<file path="src/bel_cfg.svh">
// Offsets, field positions, reset values and counts of the error logger
`ifndef BEL_CFG_SVH
`define BEL_CFG_SVH
// ****************************************
// Register offsets (byte addresses)
// ****************************************
`define BEL_OFS_STAT_LO 8'h00
`define BEL_OFS_STAT_HI 8'h04
`define BEL_OFS_IRQ_STAT 8'h08
`define BEL_OFS_IRQ_MASK 8'h0C
`define BEL_OFS_CTRL 8'h10
`define BEL_OFS_STALL 8'h14
// ****************************************
// Status field positions (64-bit view)
// ****************************************
`define BEL_POS_RTYPE 19
`define BEL_POS_TIMEOUT 38
`define BEL_POS_HARD 42
`define BEL_POS_INTFAIL 43
`define BEL_POS_PARITY 44
`define BEL_POS_UNCORR 45
`define BEL_POS_CORR 46
`define BEL_POS_SYND 47
`define BEL_POS_VALID 57
// ****************************************
// Reset values and counts
// ****************************************
`define BEL_RST_CTRL 2'h0
`define BEL_RST_MASK 6'h00
`define BEL_PARITY_LIMIT 2'h2
`define BEL_BUS_DIV 128
`define BEL_PRE_BITS 8
`define BEL_STALL_BITS 15
`endif

</file>
<file path="src/bel_pkg.sv">
// Types shared by the bus error logger
package bel_pkg;
	// Details that travel with each reported bus error
	typedef struct packed {
		logic [1:0] part;
		logic tmo;
		logic [3:0] req;
		logic [1:0] io;
		logic [1:0] lvl;
		logic [5:0] rtype;
		logic [7:0] synd;
	} bel_err_info_t;
	// One-cycle error events from the bus unit
	typedef struct packed {
		logic hard;
		logic parity_fail;
		logic ecc_uncorr;
		logic ecc_corr;
	} bel_err_ev_t;
	// Bus clock to core clock ratio choices
	typedef enum logic [1:0] {
		BEL_DIV2,
		BEL_DIV3,
		BEL_DIV4
	} bel_ratio_t;
endpackage

</file>
<file path="src/bel_logger.sv">
// Bus error status logger with stall timeout and register port
// Functional notes
// - The prescale timer is 8 bits and steps once per 128 bus clocks.
// - Each carry out of the prescale timer adds one to the stall counter.
// - The bus clock runs at one half, third or quarter of the core clock.
// - The timeout bit, once set, stays set whatever is logged later.
// - Status bit 42 sets on a hard error response and is held.
// - Status bit 43 sets when the internal failure pin goes active, held.
// - Status bit 44 sets after two address parity failures, held.
// - Status bit 45 sets on an uncorrectable ECC error and freezes syndrome.
// - Status bit 46 sets on every corrected single ECC error.
// - Syndrome bits 47-54 load on an ECC error only while bit 45 is clear.
// - Validity indicators sit in status bits 62 and 63.
// - Error code bits 0-15 hold the form 0000 1PPT RRRR IILL.
// - Bits 19-24 hold the six-bit request class of the failing access.
// - Bit 38 sets when the 15-bit stall counter carries out of its top.
// - The stall counter clears on retire, exception, reset or reinit.
//
// Our own choices: the plain strobed port and the placing of the registers.
`include "bel_cfg.svh"
`timescale 1ns/100ps
`default_nettype none
module bel_logger #(
	parameter int BUS_DIV = `BEL_BUS_DIV,
	parameter int PRE_BITS = `BEL_PRE_BITS,
	parameter int STALL_BITS = `BEL_STALL_BITS
) (
	input wire logic clock_i,
	input wire logic arst_n_i,
	input wire logic [7:0] addr_i,
	input wire logic [31:0] wdata_i,
	input wire logic wr_i,
	input wire logic rd_i,
	output logic [31:0] rdata_o,
	input wire logic retire_i,
	input wire logic exception_i,
	input wire logic internal_failure_pin_i,
	input wire bel_pkg::bel_err_ev_t err_ev_i,
	input wire bel_pkg::bel_err_info_t err_info_i,
	output logic bus_clk_o,
	output logic bus_reinit_signal_o,
	output logic irq_o
);
	localparam int DIVW = $clog2(BUS_DIV);
	// ****************************************
	// Register port decode
	// ****************************************
	wire logic wr_lo = wr_i && (addr_i == `BEL_OFS_STAT_LO);
	wire logic wr_hi = wr_i && (addr_i == `BEL_OFS_STAT_HI);
	wire logic wr_mask = wr_i && (addr_i == `BEL_OFS_IRQ_MASK);
	wire logic wr_ctrl = wr_i && (addr_i == `BEL_OFS_CTRL);
	wire logic rd_irq = rd_i && (addr_i == `BEL_OFS_IRQ_STAT);
	// Write-zero-to-clear masks; all ones when no write hits the word
	wire logic [31:0] keep_lo = wr_lo ? wdata_i : 32'hFFFFFFFF;
	wire logic [31:0] keep_hi = wr_hi ? wdata_i : 32'hFFFFFFFF;
	wire logic [63:0] keep = {keep_hi, keep_lo};

	// ****************************************
	// Bus clock derived from core clock
	// ****************************************
	logic [1:0] ratio;
	logic [1:0] bdiv;
	// Unused encoding falls back to the slowest ratio
	wire logic [1:0] bdiv_last = (ratio == bel_pkg::BEL_DIV2) ? 2'h1 :
		(ratio == bel_pkg::BEL_DIV3) ? 2'h2 : 2'h3;
	wire logic bus_tick = (bdiv == 2'h0);
	wire logic [1:0] next_bdiv = (bdiv >= bdiv_last) ? 2'h0 : bdiv + 2'h1;
	always_ff @(posedge clock_i or negedge arst_n_i) begin
		if (!arst_n_i) begin
			bdiv <= 2'h0;
			bus_clk_o <= 1'b0;
		end else begin
			bdiv <= next_bdiv;
			bus_clk_o <= (next_bdiv <= (bdiv_last >> 1));
		end
	end

	// ****************************************
	// Prescaler and stall counter
	// ****************************************
	logic [DIVW-1:0] bcnt;
	logic [PRE_BITS-1:0] ptimer;
	logic [STALL_BITS-1:0] stall_cnt;
	wire logic pre_tick = bus_tick && (bcnt == DIVW'(BUS_DIV - 1));
	wire logic pre_carry = pre_tick && (&ptimer);
	wire logic stall_carry = pre_carry && (&stall_cnt);
	// Reinit pulse is the timeout itself, one cycle late
	wire logic stall_clr = retire_i || exception_i || bus_reinit_signal_o;
	// Bus cycle divider then the 8-bit prescale timer
	always_ff @(posedge clock_i or negedge arst_n_i) begin
		if (!arst_n_i) begin
			bcnt <= '0;
			ptimer <= '0;
		end else begin
			if (bus_tick) begin
				bcnt <= pre_tick ? '0 : bcnt + 1'b1;
			end
			if (pre_tick) begin
				ptimer <= ptimer + 1'b1;
			end
		end
	end
	// Clearing beats counting: retirement means no stall
	always_ff @(posedge clock_i or negedge arst_n_i) begin
		if (!arst_n_i) begin
			stall_cnt <= '0;
			bus_reinit_signal_o <= 1'b0;
		end else begin
			bus_reinit_signal_o <= stall_carry;
			if (stall_clr) begin
				stall_cnt <= '0;
			end else if (pre_carry) begin
				stall_cnt <= stall_cnt + 1'b1;
			end
		end
	end

	// ****************************************
	// Pin synchroniser and event shaping
	// ****************************************
	logic int_fail_s1, int_fail_s2, int_fail_s3;
	// Two stages against metastability, the third only finds the edge
	always_ff @(posedge clock_i or negedge arst_n_i) begin
		if (!arst_n_i) begin
			int_fail_s1 <= 1'b0;
			int_fail_s2 <= 1'b0;
			int_fail_s3 <= 1'b0;
		end else begin
			int_fail_s1 <= internal_failure_pin_i;
			int_fail_s2 <= int_fail_s1;
			int_fail_s3 <= int_fail_s2;
		end
	end
	// A pin held high logs once, not every cycle
	wire logic int_fail_ev = int_fail_s2 && !int_fail_s3;
	// Second address parity failure raises the flag
	logic [1:0] parity_cnt;
	wire logic parity_ev = err_ev_i.parity_fail &&
		(parity_cnt == `BEL_PARITY_LIMIT - 2'h1);
	always_ff @(posedge clock_i or negedge arst_n_i) begin
		if (!arst_n_i) begin
			parity_cnt <= 2'h0;
		end else if (err_ev_i.parity_fail) begin
			parity_cnt <= parity_ev ? 2'h0 : parity_cnt + 2'h1;
		end
	end

	// ****************************************
	// Status register fields
	// ****************************************
	logic [15:0] ecode;
	logic [5:0] rtype;
	logic tmo, hard, int_fail, parity, ecc_uncorr, ecc_corr, valid, ovf;
	logic [7:0] synd;
	wire logic any_ev = err_ev_i.hard || parity_ev ||
		err_ev_i.ecc_uncorr || err_ev_i.ecc_corr || int_fail_ev ||
		stall_carry;
	// First error since the last clear owns the code fields
	wire logic load_code = any_ev && !valid;
	wire logic [15:0] next_ecode = load_code ?
		{4'h0, 1'b1, err_info_i.part, err_info_i.tmo, err_info_i.req,
		err_info_i.io, err_info_i.lvl} : ecode & keep[15:0];
	wire logic [5:0] next_rtype = load_code ? err_info_i.rtype :
		rtype & keep[`BEL_POS_RTYPE +: 6];
	// A live uncorrectable flag freezes the syndrome
	wire logic load_synd = (err_ev_i.ecc_uncorr || err_ev_i.ecc_corr) &&
		!ecc_uncorr;
	wire logic [7:0] next_synd = load_synd ? err_info_i.synd :
		synd & keep[`BEL_POS_SYND +: 8];
	// Sticky bits: a set in the clearing cycle wins
	always_ff @(posedge clock_i or negedge arst_n_i) begin
		if (!arst_n_i) begin
			ecode <= 16'h0000;
			rtype <= 6'h00;
			synd <= 8'h00;
			{tmo, hard, int_fail, parity, ecc_uncorr, ecc_corr, valid,
				ovf} <= 8'h00;
		end else begin
			ecode <= next_ecode;
			rtype <= next_rtype;
			synd <= next_synd;
			tmo <= stall_carry || (tmo && keep[`BEL_POS_TIMEOUT]);
			hard <= err_ev_i.hard || (hard && keep[`BEL_POS_HARD]);
			int_fail <= int_fail_ev ||
				(int_fail && keep[`BEL_POS_INTFAIL]);
			parity <= parity_ev ||
				(parity && keep[`BEL_POS_PARITY]);
			ecc_uncorr <= err_ev_i.ecc_uncorr ||
				(ecc_uncorr && keep[`BEL_POS_UNCORR]);
			ecc_corr <= err_ev_i.ecc_corr ||
				(ecc_corr && keep[`BEL_POS_CORR]);
			valid <= any_ev || (valid && keep[63]);
			ovf <= (any_ev && valid) || (ovf && keep[62]);
		end
	end
	// Assembled view; reserved bits read as zero
	wire logic [63:0] status = {valid, ovf, 5'h00, 2'h0, synd, ecc_corr,
		ecc_uncorr, parity, int_fail, hard, 3'h0, tmo, 13'h0000, rtype,
		3'h0, ecode};

	// ****************************************
	// Interrupt status, mask and control
	// ****************************************
	logic [5:0] irq_stat, irq_mask;
	wire logic [5:0] irq_ev = {stall_carry, err_ev_i.hard, int_fail_ev,
		parity_ev, err_ev_i.ecc_uncorr, err_ev_i.ecc_corr};
	always_ff @(posedge clock_i or negedge arst_n_i) begin
		if (!arst_n_i) begin
			irq_stat <= 6'h00;
			irq_mask <= `BEL_RST_MASK;
			ratio <= `BEL_RST_CTRL;
		end else begin
			irq_stat <= irq_ev | (rd_irq ? 6'h00 : irq_stat);
			if (wr_mask) begin
				irq_mask <= wdata_i[5:0];
			end
			if (wr_ctrl) begin
				ratio <= wdata_i[1:0];
			end
		end
	end
	assign irq_o = |(irq_stat & irq_mask);

	// ****************************************
	// Read data, one cycle after the strobe
	// ****************************************
	wire logic [31:0] rd_mux =
		(addr_i == `BEL_OFS_STAT_LO) ? status[31:0] :
		(addr_i == `BEL_OFS_STAT_HI) ? status[63:32] :
		(addr_i == `BEL_OFS_IRQ_STAT) ? {26'h0, irq_stat} :
		(addr_i == `BEL_OFS_IRQ_MASK) ? {26'h0, irq_mask} :
		(addr_i == `BEL_OFS_CTRL) ? {30'h0, ratio} :
		(addr_i == `BEL_OFS_STALL) ? 32'(stall_cnt) : 32'h00000000;
	always_ff @(posedge clock_i or negedge arst_n_i) begin
		if (!arst_n_i) begin
			rdata_o <= 32'h00000000;
		end else begin
			rdata_o <= rd_i ? rd_mux : 32'h00000000;
		end
	end
endmodule
`default_nettype wire

</file>
<file path="config.mk">
export PLATFORM = sky130hd
export DESIGN_NAME = bel_logger
export DESIGN_NICKNAME = d
export VERILOG_FILES = /design/src/bel_pkg.sv /design/src/bel_logger.sv
export VERILOG_INCLUDE_DIRS = /design/src
export SDC_FILE = /design/constraint.sdc
export NUM_CORES = 1
export LEC_CHECK = 0
export ABC_CLOCK_PERIOD_IN_PS = 3060
export BUFFER_PORTS_ARGS = -buffer_cell sky130_fd_sc_hd__buf_2
export CORE_MARGIN = 2
export CORE_UTILIZATION = 59
export CTS_CLUSTER_SIZE = 8
export DETAILED_ROUTE_END_ITERATION = 12
export PLACE_DENSITY_LB_ADDON = 0.05
export SLEW_MARGIN = 20
export SYNTH_ARGS = -nofsm -noshare
export SYNTH_HDL_FRONTEND = slang
export SYNTH_SLANG_ARGS = --single-unit
</file>
<file path="constraint.sdc">
create_clock -name clock_i -period 3.06 [get_ports clock_i]
set_input_delay 0.918 -clock clock_i [delete_from_list [all_inputs] [get_ports clock_i]]
set_output_delay 0.918 -clock clock_i [all_outputs]
set_load 0.01 [all_outputs]
</file>
==> impl_metrics.csv, run 1 <==
group,metric,value,unit
global_routing,grt_max_degree,53,
timing,tightest_slew,0.691,ns
synth,ys_warn_count,0,
synth,synth_top_cell_by_area,"dfrtp_1",
setup_path,rr_worst_depth,8,
synth,synthFlopType,"dfrtp_1",
routing,drt_iter0_markers,251,
global_routing,gr-total-overflow,0,
cts,clock-sinks,118,
synth,synth_xor_area_share,4.31,%
pwr,p_clk_share,45.8,%
setup_path,worstPathArrival,2.81,ns
cts,numCtsBuffers,17,
final_layout,most-common-layout-cells,"dfrtp_1, buf_2, o21ai_0",
synth,synthCells,504,
cts,hold_buffers,0,
routing,antenna_left,0,
routing,route.detailed.drc,0,
place,dpl.hpwl,9140,um
worst_hold_path,hold_path.class,"flip-flop to flip-flop",
final_layout,final_nets,698,
routing,vias,4357,
global_routing,antenna_found_initial,0,
cts,cts_tree,"done",
routing,via_per_inst,5.92,
setup_path,start_kind,"flip-flop",
synth,ys_seq_elements,118,
cts,h-tree-depth,4,
pwr,p_sw_share,27.2,%
synth,synth_top_family_by_area,"simple AND/OR/NAND/NOR gates",
setup_path,crit_path_end,"ecode[9]",
timing,clock_skew,0.0110,ns
timing,maxSlewViolCount,0,
pwr,switchingPower,1060,uW
final_layout,drive_gt1_share,27.4,%
floorplanning,ios,111,
pwr,powerDensity,602,nW/um^2
floorplanning,die_h,98.7,um
floorplanning,die_w,98.7,um
global_routing,grt_pass1_wl,21500,um
floorplanning,rows,34,
place,port_buffers,100,
flow_run,maxCapViolCount,0,
timing,hold_viol_final,0,
final_layout,stdcell_count,736,
setup_path,path_max_fanout,21,
synth,synthArstFlopShare,100,%
global_routing,grt.total_usage,28.3,%
routing,drt-pass1-iter-count,5,
setup_path,r2r_start,"bdiv[0]",
setup_path,cp-startpoint,"bdiv[0]",
final_layout,layout_commonest_cell,"dfrtp_1",
pwr,internal-power,2840,uW
synth,synth_area_leaders,"dfrtp_1, o21ai_0, nand2_1, xor2_1, nor2_1",
pwr,power_frac_comb,10.0,%
synth,ys_types,43,
timing,fin_crit,2.42,ns
floorplanning,die_area,9740,um^2
setup_path,crit_type,"flip-flop to flip-flop",
timing,setup_viol,0,
setup_path,critPathRequiredTime,3.45,ns
synth,synth_mux_area_share,3.60,%
timing,setup-tns-final,0,ns
cts,cts-resized-gates,0,
cts,cts.clk_slew.worst_paths,0.06,ns
final_layout,antennaDiodeCount,0,
cts,clockBufferDepth,2,
synth,synthAdderAreaFrac,1.66,%
synth,synthesis.area,5290,um^2
place,dp.cells,704,
synth,synth_edf_count,0,
synth,synth_compound_area_share,13.7,%
place,gp_congestion,0.849,
pwr,power_frac_seq,44.2,%
setup_path,worst-r2r-setup-slack,0.64,ns
final_layout,register_area,2950,um^2
cts,clkLatencyLatePin,0.53,ns
pwr,p_leak,0.00309,uW
pwr,vdd_drop_max,0.370,mV
cts,post_cts_buffers,0,
final_layout,nFillCells,644,
timing,clock.fmax,413,MHz
final_layout,fin_util,74.4,%
timing,period_share,79.1,%
outcome,outcome,"complete, no violations",
floorplanning,coreArea,8720,um^2
routing,wl_per_cell,17.8,um
setup_path,reg2reg_to,"ecode[9]",
synth,seq_area_frac_synth,55.8,%
synth,synth_simple_gate_area_share,17.3,%
final_layout,multiInputGateArea,2180,um^2
synth,syn_area_per_cell,10.5,um^2
timing,slew_headroom,54.0,%
routing,wl,13100,um
final_layout,area_growth,22.8,%
timing,rsz0062_at_grt,"false",
synth,synth_top_area_share,55.8,%
cts,cts_root_buf,"clkbuf_8",
setup_path,critPathCaptureType,"flip-flop",
floorplanning,start_util,60.6,%
global_routing,grt_pass1_vias,4383,
-- logic make-up (layout without fill, tap and decap cells) --
logic type / after synthesis / after routing
other cells: 1 / 5
mux: 15 / 15
flops: 118 / 118
simple gates: 178 / 178
xor+xnor: 26 / 26
compound gates: 119 / 119
buf+inv: 40 / 160
fa+ha+maj: 7 / 7
-- worst min path at each step --
stage / start / endpoint / slack [ns] / depth (start not counted)
detailed placement: int_fail_s1 / int_fail_s2 / 0.34 / 0
finish: int_fail_s1 / int_fail_s2 / 0.35 / 0
CTS: int_fail_s1 / int_fail_s2 / 0.35 / 0
global route: int_fail_s1 / int_fail_s2 / 0.37 / 0
global placement: int_fail_s1 / int_fail_s2 / 0.34 / 0
floorplan: int_fail_s1 / int_fail_s2 / 0.33 / 0
-- registers in the layout, indices dropped and copies added (netlist names), 2 cells and up --
signal      count
bcnt            7
bdiv            2
ecode          16
irq_mask        6
irq_stat        6
parity_cnt      2
ptimer          8
ratio           2
rdata_o        27
rtype           6
stall_cnt      15
synd            8
-- per-stage QoR --
step	worst slack, ns	cell area [um^2]	power (uW)	hold slack (ns)
2_1_floorplan	0.671	5300	1980	0.331
3_3_place_gp	0.595	5960	2120	0.335
3_5_place_dp	0.586	5960	2140	0.336
4_1_cts	0.639	6490	3930	0.352
5_1_grt	0.412	6490	4050	0.368
6_report	0.638	6490	3910	0.347
-- layer usage --
| metal | track usage [%] | wire, um | up-vias |
|---|---|---|---|
| li1 | - | - | 1997 |
| met1 | 37.4 | 5570 | 2151 |
| met2 | 46.5 | 6470 | 177 |
| met3 | 7.59 | 790 | 32 |
| met4 | 8.22 | 248 | 0 |
| met5 | 0 | 0 | - |
-- area by class of cell --
| class | instances | share of cell area, % |
|---|---|---|
| clock buffers | 17 | 6.38 |
| clock inverters | 15 | 1.85 |
| inverters | 10 | 0.578 |
| multi-input cells | 350 | 33.6 |
| flip-flops and latches | 118 | 45.5 |
| well taps | 108 | 2.08 |
| repair buffers | 118 | 10.0 |
-- worst max-delay path, cell delays in order, from the launching register on --
cell	delay [ns]
dfrtp_1	0.36
inv_1	0.09
ha_1	0.26
nand4_1	0.35
nor2_1	0.32
nand3_1	0.27
a21oi_1	0.21
buf_4	0.30
o22ai_1	0.12
-- Yosys cell counts (all sizes together) (2+ instances only) --
library cell / n
nand3: 17
xnor2: 9
mux2: 14
xor2: 17
nand2: 52
o22ai: 17
and3: 12
a221oi: 2
and2: 11
a21o: 5
o2bb2ai: 4
nor2: 38
nand2b: 6
clkbuf: 18
nor3: 6
nor4: 4
buf: 12
inv: 9
a32o: 7
nand4: 15
ha: 7
a21oi: 11
o21ai: 59
dfrtp: 118
nor2b: 9
a22oi: 13
-- power groups by stage --
stage / Sequential [uW] / Clock (uW) / Combinational, uW
final: 1730 / 1790 / 389
after global routing: 1740 / 1870 / 440
after CTS: 1730 / 1810 / 393
after detailed placement: 1750 / 0 / 390
after global placement: 1750 / 0 / 374
after floorplan: 1740 / 0 / 235
Note: power is estimated with default switching activity, not from simulation.
==> inputs of run 2 (changes only) <==
ABC_AREA = 1   (was unset)
ABC_CLOCK_PERIOD_IN_PS = 2350   (was 3060)
CORE_UTILIZATION = 56   (was 59)
clock period = 2.35 ns   (was 3.06 ns; I/O delays follow)
==> run 2 against run 1 <==
  * Synthesized cell count grew 50%
  * Die area grew 16%
  * Area after synthesis grew 11%
  * Clock power grew 46%
  * Sequential share of layout area shrank 4.6 points
  * Non-clock buffer count grew 1
  * Routed wire length grew 15%
  * Critical path type is now flip-flop to primary output
  * Global-route usage grew 0.57 points
==> impl_metrics.csv, run 2 <==
group,metric,value,unit
outcome,outcome,"complete, no violations",
cts,clockBufferDepth,2,
global_routing,gr-total-overflow,0,
cts,clock-sinks,118,
global_routing,grt_max_degree,44,
routing,vias,5341,
cts,cts_root_buf,"clkbuf_8",
timing,setup_viol,0,
synth,syn_area_per_cell,7.78,um^2
setup_path,r2r_start,"stall_cnt[0]",
pwr,p_sw_share,24.3,%
pwr,switchingPower,1310,uW
pwr,p_clk_share,48.2,%
synth,ys_types,36,
cts,cts-resized-gates,0,
flow_run,maxCapViolCount,0,
global_routing,grt_pass1_wl,25300,um
final_layout,largest_reg_flops,27,
global_routing,grt_pass1_vias,5305,
cts,cts.clk_slew.worst_paths,0.05,ns
pwr,powerDensity,748,nW/um^2
final_layout,area_growth,22.9,%
timing,clock.fmax,448,MHz
timing,setup-tns-final,0,ns
timing,fin_crit,2.23,ns
cts,numCtsBuffers,17,
timing,hold_viol_final,0,
place,dpl.hpwl,10900,um
setup_path,worstPathArrival,1.53,ns
place,gp_congestion,0.934,
synth,ys_warn_count,0,
setup_path,path_max_fanout,2,
synth,synthFlopType,"dfrtp_1",
setup_path,rr_worst_depth,10,
final_layout,regMostFlops,"rdata_o",
setup_path,path_cells,"inv_1 -> o22ai_1 -> nor2_1 -> o221ai_1 -> buf_2",
setup_path,critPathRequiredTime,1.64,ns
floorplanning,rows,37,
timing,rsz0062_at_grt,"false",
routing,antenna_left,0,
global_routing,grt.total_usage,28.9,%
synth,synthesis.area,5880,um^2
setup_path,reg2reg_to,"ecode[1]",
floorplanning,ios,111,
final_layout,layout_commonest_cell,"nand2_1",
synth,synthCells,756,
cts,cts_tree,"done",
synth,synthArstFlopShare,100,%
floorplanning,coreArea,10300,um^2
setup_path,crit_type,"flip-flop to primary output",
synth,synth_area_leaders,"dfrtp_1, nand2_1, nand3_1, inv_1, nor2_1",
routing,drt_iter0_markers,480,
floorplanning,die_h,106,um
setup_path,slowest_stage,"dfrtp_1",
setup_path,critical_path.max_stage_delay,0.37,ns
cts,h-tree-depth,4,
floorplanning,die_w,106,um
pwr,vdd_drop_max,0.510,mV
global_routing,antenna_found_initial,0,
floorplanning,start_util,57.2,%
timing,clock_skew,0.00777,ns
final_layout,final_nets,959,
routing,via_per_inst,5.21,
routing,wl_per_cell,14.7,um
synth,ys_seq_elements,118,
routing,drt-pass1-iter-count,6,
setup_path,worst-r2r-setup-slack,0.31,ns
pwr,report.power.total,5410,uW
final_layout,antennaDiodeCount,0,
timing,period_share,95.1,%
synth,synth_top_area_share,50.2,%
synth,synth_top_cell_by_area,"dfrtp_1",
setup_path,start_kind,"flip-flop",
synth,synth_common_cells,"nand2_1, dfrtp_1, inv_1, nand3_1, nor2_1",
pwr,power_frac_seq,41.5,%
cts,post_cts_buffers,0,
place,port_buffers,100,
cts,clkLatencyLatePin,0.54,ns
timing,maxSlewViolCount,0,
synth,seq_area_frac_synth,50.2,%
final_layout,most-common-layout-cells,"nand2_1, dfrtp_1, buf_2",
worst_hold_path,hold_path.class,"input pin to asynchronous set/reset pin",
floorplanning,die_area,11300,um^2
synth,synth_edf_count,0,
pwr,p_leak,0.00399,uW
synth,yosysMostFrequentCell,"nand2_1",
pwr,internal-power,4090,uW
final_layout,drive_gt1_share,21.4,%
routing,wl,15100,um
pwr,power_frac_comb,10.3,%
cts,hold_buffers,0,
final_layout,reg_top3,"rdata_o: 27 flops, ecode: 16 flops, stall_cnt: 15 flops",
setup_path,critPathCaptureType,"primary output",
routing,route.detailed.drc,0,
## run 2: changes by cell type in the layout (fill, tap and decap cells not counted), sizes merged, moves of 7 or more
cell   delta
a22oi    -13
a32o      -7
and2     -11
and3     -12
inv      +95
mux2     -14
nand2   +164
nand3    +75
nor2     +44
nor2b     -9
o22ai    -15
xor2     -12
## run 2: how the worst max path moves through the flow
stage / start / end / cells after the start
detailed placement: addr_i[7] / ecode[8] / 10
global placement: addr_i[7] / ecode[1] / 10
CTS: irq_stat[1] / irq_o / 5
finish: irq_mask[1] / irq_o / 5
floorplan: addr_i[7] / ecc_corr / 9
global route: irq_mask[3] / irq_o / 5
## run 2: final cells by class
cell class	instances	area, um^2
Clock buffer	23	477
Multi-Input combinational cell	508	2400
Timing Repair Buffer	119	683
Clock inverter	9	123
Tap cell	136	170
Sequential cell	118	2950
Inverter	112	420
Fill cell	855	3050
## run 2: layer usage
layer | part of all wire (%) | GRT usage, % | up-vias
met5 | 0 | 0 | -
met4 | 2.1 | 11.9 | 0
met3 | 6.5 | 7.30 | 32
met2 | 48 | 46.4 | 198
met1 | 43 | 37.5 | 2480
li1 | - | - | 2631
## run 2: power by group through the flow
| stage | Sequential [uW] | Combinational (uW) | Clock [uW] |
|---|---|---|---|
| floorplan | 2260 | 325 | 0 |
| global placement | 2270 | 519 | 0 |
| detailed placement | 2280 | 554 | 0 |
| CTS | 2250 | 557 | 2640 |
| global route | 2260 | 635 | 2740 |
| finish | 2250 | 554 | 2610 |
## run 2: stage by stage
step	cell area (um^2)	setup slack (ns)	hold WS, ns	utilization [%]	instances
final	7230	0.116	0.100	70.3	1025
after floorplan	5900	0.543	0.331	-	760
after CTS	7230	0.129	0.0941	70.3	1025
after global routing	7230	0.0694	0.0996	70.3	1025
after global placement	6630	0.190	0.334	64.5	993
after detailed placement	6630	0.189	0.339	64.5	993
## run 2: critical path, delay by kind of cell, from the launching register on
| kind | cells | cell delay (ns) |
|---|---|---|
| and+or+nand+nor | 1 | 0.11 |
| AOI/OAI and AO/OA | 2 | 0.24 |
| DFF | 1 | 0.37 |
| buffers and inverters | 2 | 0.28 |
## run 2: kinds of logic after synthesis
group                      count (synthesis)  synth area share (%)
buffers and inverters                    134                  9.30
and+or+nand+nor                          417                  31.3
AOI/OAI and AO/OA                         71                  6.45
other                                      1                0.0638
adders and majority gates                  7                  1.49
DFF                                      118                  50.2
xor gates and xnor gates                   8                  1.19
